===== config.mk =====
export PLATFORM = sky130hd
export DESIGN_NAME = ser_status_regs
export DESIGN_NICKNAME = d
export VERILOG_FILES = /design/src/hdl/ser_pkg.sv /design/src/hdl/ser_reg_set.sv /design/src/hdl/ser_status_regs.sv
export SDC_FILE = /design/constraint.sdc
export NUM_CORES = 1
export LEC_CHECK = 0
export BUFFER_PORTS_ARGS = -buffer_cell sky130_fd_sc_hd__buf_2
export CAP_MARGIN = 20
export CORE_UTILIZATION = 40
export CTS_BUF_LIST = sky130_fd_sc_hd__clkbuf_16
export DETAILED_ROUTE_END_ITERATION = 8
export GPL_TIMING_DRIVEN = 0
export SYNTH_ARGS = -nofsm -noshare
export SYNTH_HDL_FRONTEND = slang
export SYNTH_SLANG_ARGS = --single-unit

===== constraint.sdc =====
create_clock -name mclk -period 1.7 [get_ports mclk]
set_clock_uncertainty 0.05 [all_clocks]
set_input_delay 0.255 -clock mclk [delete_from_list [all_inputs] [get_ports mclk]]
set_output_delay 0.255 -clock mclk [all_outputs]
set_load 0.005 [all_outputs]

===== src/hdl/ser_pkg.sv =====
// Purpose: Shared constants and types of the status enable and condition bank
// Assumes: 16-bit register sets, one clock
// Notes:   Bit positions give the weight of each status event

// ****************************************************************************
// Package
// ****************************************************************************
package ser_pkg;

  localparam int SER_W     = 16;
  localparam int SER_NSETS = 3;

  // Register set index
  localparam logic [1:0] SER_SET_MEAS = 2'h0;
  localparam logic [1:0] SER_SET_QUES = 2'h1;
  localparam logic [1:0] SER_SET_OPER = 2'h2;

  // Measurement bit positions
  localparam int SER_READING_OVERRANGE   = 0;
  localparam int SER_LOWER_LIMIT_ONE     = 1;
  localparam int SER_UPPER_LIMIT_ONE     = 2;
  localparam int SER_LOWER_LIMIT_TWO     = 3;
  localparam int SER_UPPER_LIMIT_TWO     = 4;
  localparam int SER_READING_READY       = 5;
  localparam int SER_BUFFER_HAS_READINGS = 7;
  localparam int SER_BUFFER_HALF_FLAG    = 8;
  localparam int SER_BUFFER_FULL_FLAG    = 9;

  // Questionable bit positions
  localparam int SER_TEMP_SUMMARY = 4;
  localparam int SER_CAL_SUMMARY  = 8;
  localparam int SER_CMD_WARNING  = 14;

  // Operation bit positions
  localparam int SER_MEASURING  = 4;
  localparam int SER_TRIGGERING = 5;
  localparam int SER_IDLE       = 10;

  localparam logic [SER_W-1:0] SER_ONE      = 16'h0001;
  localparam logic [SER_W-1:0] SER_MASK_RST = 16'h0000;
  localparam logic [SER_W-1:0] SER_ALL      = 16'hFFFF;

  localparam logic [SER_W-1:0] SER_MEAS_IMPL =
    (SER_ONE << SER_READING_OVERRANGE) | (SER_ONE << SER_LOWER_LIMIT_ONE) |
    (SER_ONE << SER_UPPER_LIMIT_ONE) | (SER_ONE << SER_LOWER_LIMIT_TWO) |
    (SER_ONE << SER_UPPER_LIMIT_TWO) | (SER_ONE << SER_READING_READY) |
    (SER_ONE << SER_BUFFER_HAS_READINGS) | (SER_ONE << SER_BUFFER_HALF_FLAG) |
    (SER_ONE << SER_BUFFER_FULL_FLAG);
  localparam logic [SER_W-1:0] SER_QUES_IMPL =
    (SER_ONE << SER_TEMP_SUMMARY) | (SER_ONE << SER_CAL_SUMMARY) |
    (SER_ONE << SER_CMD_WARNING);
  localparam logic [SER_W-1:0] SER_OPER_IMPL =
    (SER_ONE << SER_MEASURING) | (SER_ONE << SER_TRIGGERING) |
    (SER_ONE << SER_IDLE);

  localparam logic [SER_W-1:0] SER_IMPL [SER_NSETS] =
    '{SER_MEAS_IMPL, SER_QUES_IMPL, SER_OPER_IMPL};

  typedef enum logic [2:0] {
    SER_OP_NONE,
    SER_OP_WR_MASK,
    SER_OP_RD_MASK,
    SER_OP_RD_COND,
    SER_OP_RD_EVENT,
    SER_OP_PRESET
  } ser_op_t;

endpackage


===== src/hdl/ser_reg_set.sv =====
// Purpose: One status register set: condition, event, enable mask, summary
// Assumes: Condition pins are asynchronous to mclk
// Notes:   Unimplemented bit positions never store and read as zero

`timescale 1ns/1ps

module ser_reg_set import ser_pkg::*; #(
  parameter int              WIDTH = SER_W,
  parameter logic [WIDTH-1:0] IMPL = '1
) (
  input  wire logic             mclk,        // System clock
  input  wire logic             rst_n,       // Synchronous reset, active low
  input  wire logic [WIDTH-1:0] condPin,     // Live status inputs
  input  wire logic             maskWe,      // Mask write strobe
  input  wire logic [WIDTH-1:0] maskWrData,  // Mask write value
  input  wire logic             presetClr,   // Status preset strobe
  input  wire logic             eventRdClr,  // Event read strobe
  output logic      [WIDTH-1:0] condOut,     // Condition register
  output logic      [WIDTH-1:0] eventOut,    // Event register
  output logic      [WIDTH-1:0] maskOut,     // Enable mask register
  output logic                  summaryOut   // Summary bit of this set, sent to the bank's summary output
);

  // **************************************************************************
  // Elaboration check
  // **************************************************************************
  if (WIDTH < 1) begin : gBadWidth
    $error("ser_reg_set: WIDTH must be at least one");
  end

  // **************************************************************************
  // Registers
  // **************************************************************************
  logic [WIDTH-1:0] syncA_q;
  logic [WIDTH-1:0] cond_q;
  logic [WIDTH-1:0] condPrev_q;
  logic [WIDTH-1:0] event_q;
  logic [WIDTH-1:0] event_d;
  logic [WIDTH-1:0] mask_q;
  logic [WIDTH-1:0] mask_d;
  logic             summary_q;
  wire  [WIDTH-1:0] rise;

  assign rise    = cond_q & ~condPrev_q;
  // New events win over the read clear
  assign event_d = (event_q & ~{WIDTH{eventRdClr}}) | rise;
  // Preset wins over a write in the same cycle
  assign mask_d  = presetClr ? '0 :
                   maskWe ? (maskWrData & IMPL) : mask_q;

  always_ff @(posedge mclk) begin
    if (!rst_n) begin
      syncA_q    <= '0;
      cond_q     <= '0;
      condPrev_q <= '0;
      event_q    <= '0;
      mask_q     <= '0;
      summary_q  <= 1'b0;
    end else begin
      syncA_q    <= condPin & IMPL;
      cond_q     <= syncA_q;
      condPrev_q <= cond_q;
      event_q    <= event_d;
      mask_q     <= mask_d;
      summary_q  <= |(event_q & mask_q);
    end
  end

  assign condOut    = cond_q;
  assign eventOut   = event_q;
  assign maskOut    = mask_q;
  assign summaryOut = summary_q;
endmodule


===== src/hdl/ser_status_regs.sv =====
// Purpose: Enable masks and condition registers of the status structure
// Assumes: Host commands arrive decoded on mclk; status pins are asynchronous
// Notes:   Reads answer one cycle after the command is taken

`timescale 1ns/1ps

module ser_status_regs import ser_pkg::*; (
  input  wire logic             mclk,         // System clock, 40 MHz
  input  wire logic             rst_n,        // Synchronous reset, active low
  input  wire logic             cmdValid,     // Command strobe
  input  wire ser_op_t          cmdOp,        // Command operation
  input  wire logic [1:0]       cmdSet,       // Addressed register set
  input  wire logic [SER_W-1:0] cmdData,      // Mask write value
  input  wire logic [SER_W-1:0] measCondPin,  // Measurement status pins
  input  wire logic [SER_W-1:0] quesCondPin,  // Questionable status pins
  input  wire logic [SER_W-1:0] operCondPin,  // Operation status pins
  output logic                  rspValid,     // Read answer strobe
  output logic      [SER_W-1:0] rspData,      // Read answer value
  output logic                  measSummary,  // Measurement summary bit
  output logic                  quesSummary,  // Questionable summary bit
  output logic                  operSummary   // Operation summary bit
);

  // **************************************************************************
  // Elaboration checks
  // **************************************************************************
  if (SER_NSETS != 3) begin : gBadSets
    $error("ser_status_regs: exactly three register sets are served");
  end
  if (SER_W != 16) begin : gBadWidth
    $error("ser_status_regs: registers are sixteen bits wide");
  end
  if (SER_QUES_IMPL[SER_W-1]) begin : gBadQues
    $error("ser_status_regs: questionable bit 15 must stay unused");
  end
  if (SER_SET_OPER != 2'(SER_NSETS - 1)) begin : gBadIndex
    $error("ser_status_regs: set index does not fit the set count");
  end

  // **************************************************************************
  // Command decode
  // **************************************************************************
  wire logic [SER_W-1:0] condPin [SER_NSETS];
  wire logic [SER_W-1:0] condV   [SER_NSETS];
  wire logic [SER_W-1:0] eventV  [SER_NSETS];
  wire logic [SER_W-1:0] maskV   [SER_NSETS];
  wire logic             summV   [SER_NSETS];
  wire logic             sel     [SER_NSETS];
  wire logic             maskWe  [SER_NSETS];
  wire logic             evtClr  [SER_NSETS];
  wire logic             setOk;
  wire logic             preset;
  wire logic             isRead;
  wire logic             isWrMask;
  wire logic             isRdMask;
  wire logic             isRdCond;
  wire logic             isRdEvent;
  wire logic             rdHit;
  wire logic [SER_W-1:0] rdMask;
  wire logic [SER_W-1:0] rdCond;
  wire logic [SER_W-1:0] rdEvent;
  wire logic [SER_W-1:0] rdData;

  assign condPin[SER_SET_MEAS] = measCondPin;
  assign condPin[SER_SET_QUES] = quesCondPin;
  assign condPin[SER_SET_OPER] = operCondPin;

  assign isWrMask  = cmdOp == SER_OP_WR_MASK;
  assign isRdMask  = cmdOp == SER_OP_RD_MASK;
  assign isRdCond  = cmdOp == SER_OP_RD_COND;
  assign isRdEvent = cmdOp == SER_OP_RD_EVENT;
  assign setOk     = cmdSet <= SER_SET_OPER;
  assign preset    = cmdValid && (cmdOp == SER_OP_PRESET);
  assign isRead    = isRdMask || isRdCond || isRdEvent;
  assign rdHit     = cmdValid && isRead;

  // Unknown set reads as zero
  assign rdMask  = setOk ? maskV[cmdSet]  : SER_MASK_RST;
  assign rdCond  = setOk ? condV[cmdSet]  : SER_MASK_RST;
  assign rdEvent = setOk ? eventV[cmdSet] : SER_MASK_RST;
  assign rdData  = isRdMask ? rdMask :
                   isRdCond ? rdCond : rdEvent;

  // **************************************************************************
  // Register sets
  // **************************************************************************
  for (genvar g = 0; g < SER_NSETS; g++) begin : gSet
    assign sel[g]    = cmdValid && setOk && (cmdSet == 2'(g));
    assign maskWe[g] = sel[g] && isWrMask;
    assign evtClr[g] = sel[g] && isRdEvent;

    // One condition register per set
    ser_reg_set #(
      .WIDTH (SER_W),
      .IMPL  (SER_IMPL[g])
    ) uSet (
      .mclk       (mclk),
      .rst_n      (rst_n),
      .condPin    (condPin[g]),
      .maskWe     (maskWe[g]),
      .maskWrData (cmdData),
      .presetClr  (preset),
      .eventRdClr (evtClr[g]),
      .condOut    (condV[g]),
      .eventOut   (eventV[g]),
      .maskOut    (maskV[g]),
      .summaryOut (summV[g])
    );
  end

  assign measSummary = summV[SER_SET_MEAS];
  assign quesSummary = summV[SER_SET_QUES];
  assign operSummary = summV[SER_SET_OPER];

  // **************************************************************************
  // Read answer
  // **************************************************************************
  logic             rspValid_q;
  logic [SER_W-1:0] rspData_q;

  always_ff @(posedge mclk) begin
    if (!rst_n) begin
      rspValid_q <= 1'b0;
      rspData_q  <= SER_MASK_RST;
    end else begin
      rspValid_q <= rdHit;
      if (rdHit) begin
        rspData_q <= rdData;
      end
    end
  end

  assign rspValid = rspValid_q;
  assign rspData  = rspData_q;

  for (genvar a = 0; a < SER_NSETS; a++) begin : gAst

  end
endmodule


==> flow_metrics.tcl <==
set metrics [dict create \
    status "finished, final reports clean" \
    row_count 38 \
    use_met1 0.239 \
    ys_top_cells_by_area "dfxtp_1 (57%), and2_1 (8.7%), mux2i_1 (5.3%)" \
    yosysTopAreaCell "dfxtp_1" \
    grtUsageTotal 0.198 \
    grt_pass1_wl_mm 17.1 \
    cts.sinks 128 \
    cts_buffers 17 \
    setup_viol 0 \
    ys_seq_area_frac 0.566 \
    cap_violations 0 \
    vias_per_cell 4.94 \
    cp_top_family "simple AND/OR/NAND/NOR gates" \
    holdWs_ns 0.0119 \
    tightest_slew_ns 0.597 \
    pwr_density_cell_mw_per_mm2 1250 \
    dr.pass1.iters 4 \
    ant_nets 0 \
    nNetsFinal 607 \
    grt_max_degree 17 \
    dieArea_sq_mm 0.0118 \
    wire_per_inst_um 15.3 \
    synth_ff_type "dfxtp_1" \
    die_h_um 108 \
    remaining_drc_errors 0 \
    syn_inst 452 \
    yosysUniqueCellTypes 40 \
    grtUsageMet2 0.330 \
    dpl.hpwl_mm 7.53 \
    cp-start-kind "input pin" \
    fin_total_pwr_mw 7.10 \
    crit_required_ns 1.95 \
    syn-cell-area_sq_mm 0.00453 \
    routed_wl_mm 10.5 \
    place_congestion 0.806 \
    yosys.area.top_type_share 0.566 \
    leakagePower_nw 2.43 \
    post-route-util 0.520 \
    cp_common_cell "buf_2" \
    fin_crit_sh 0.801 \
    worstPathArrival_ns 1.62 \
    synth_common_cells "dfxtp_1 (128), and2_1 (63), nand2_1 (53), o21ai_1 (25), mux2i_1 (24)" \
    fmax_mhz 734 \
    synth-edff-count 0 \
    insertion_delay_ns 0.41 \
    port_buffers 50 \
    max-vdd-ir-drop_mv 1.11 \
    async_flop_share 0 \
    grt_pass1_vias 3390 \
    drtIter0Drc 157 \
    clockRootBuffer "clkbuf_16" \
    cp_slowest_stage_delay_ns 0.51 \
    grt_overflow 0 \
    crit_slowest_cell "nor2b_1" \
    yosysMostFrequentCell "dfxtp_1" \
    hold_viol 0 \
    hold_buffers 14 \
    ios 92 \
    synth.avg_cell_area_sq_um 10.0 \
    crit_chain "buf_2 -> nor2b_1 -> a21oi_2 -> buf_2 -> and2_1" \
    initial_core_util 0.414 \
    core_area_sq_mm 0.0109 \
    cts_tree "yes" \
    drive_gt1_frac 0.196 \
    grt.busiest_layer "met2" \
    critical_path_class "input pin to flip-flop" \
    ys_warn_count 0 \
    cts_resized 0 \
    die_x_um 108 \
    hold_path.class "input pin to flip-flop" \
    path_buf_inv 2 \
    worstPathMaxFanout 10 \
    synth_nets 524 \
    clk_pin_slew_worst_paths_ns 0.05 \
    tns_ns 0 \
    vias 3397 \
    maxSlewViolCount 0 \
    finalCriticalPeriod_ns 1.36 \
    ys_seq_elements 128 \
    rsz0062_at_grt "no" \
    end_kind "flip-flop" \
    area_delta_synth_final_pct 25.6 \
    max_slew_margin 0.602 \
    antenna_found_initial 0 \
    post_cts_buffers 0 \
    cts-htree-levels 4 \
    clock_path_buffers 2 \
    grt_use_met3 0.0567 \
    n_antenna_cell 0 \
]
## metal layers
layer | up-vias | wire length, um
li1 | 1709 | -
met1 | 1608 | 4960
met2 | 64 | 4960
met3 | 16 | 405
met4 | 0 | 182
met5 | - | 0
## worst register-to-register path, stage by stage, from the launching register on
cell and delay [ns]:
dfxtp_1 0.33, a2111oi_2 0.47, a2111oi_2 0.10, a31o_1 0.24
## worst paths after layout
path | depth (start not counted) | slack (ns) | startpoint | end
setup / recovery | 5 | 0.34 | cmdSet[1] | gSet[2].uSet.eventOut[11]
hold / removal | 2 | 0.01 | measCondPin[3] | gSet[0].uSet.syncA_q[3]
setup reg to reg | 3 | 0.39 | gSet[2].uSet.eventOut[4] | rspData[4]
hold reg to reg | 1 | 0.35 | gSet[0].uSet.condPrev_q[3] | gSet[0].uSet.eventOut[3]
## logic make-up (layout without fill, tap and decap cells)
family | count (synthesis) | count (layout) | synth area share
DFF | 128 | 128 | 0.566
AOI/OAI and AO/OA | 97 | 97 | 0.146
and+or+nand+nor | 155 | 155 | 0.179
buffers and inverters | 45 | 140 | 0.0445
muxes | 27 | 27 | 0.0655
## power by group
part	internal [mW]	switching, mW
clock network	2.29	1.31
registers	3.08	0.0460
logic	0.160	0.212
total	5.54	1.57
## layout make-up
type	count	area, sq um
inverters	16	60.1
clock buffers	17	425
clock inverters	14	168
multi-input cells	279	1770
fillers	1038	5250
flip-flops and latches	128	2560
well taps	140	175
plain buffers	29	141
repair buffers	64	390
## sequential cells by signal, indices dropped and copies added, names as in the netlist
name	cells
gSet.uSet.maskOut	15
gSet.uSet.condOut	15
gSet.uSet.eventOut	48
rspData	16
rspValid	1
gSet.uSet.summaryOut	3
gSet.uSet.condPrev_q	15
gSet.uSet.syncA_q	15
## metrics by stage
| stage | cell area, sq um | std cells | setup slack (ns) |
|---|---|---|---|
| after floorplan | 4530 | 452 | 0.315 |
| after CTS | 5690 | 687 | 0.331 |
| after detailed placement | 4950 | 642 | -0.103 |
| after global placement | 4950 | 642 | -0.111 |
| after global routing | 5690 | 687 | 0.248 |
| final | 5690 | 687 | 0.338 |
## cells in the final DEF, fill, tap and decap left out, drive strengths merged, types with 14 or more instances in the layout
| cell | netlist | routed |
|---|---|---|
| dfxtp | 128 | 128 |
| buf | 21 | 71 |
| and2 | 63 | 63 |
| nand2 | 53 | 53 |
| o21ai | 28 | 28 |
| a21oi | 27 | 27 |
| clkbuf | 8 | 25 |
| mux2i | 24 | 24 |
| inv | 16 | 17 |
| nand3 | 16 | 16 |
| dlygate4sd3 | 0 | 14 |
Power figures use the tool's default switching activity.
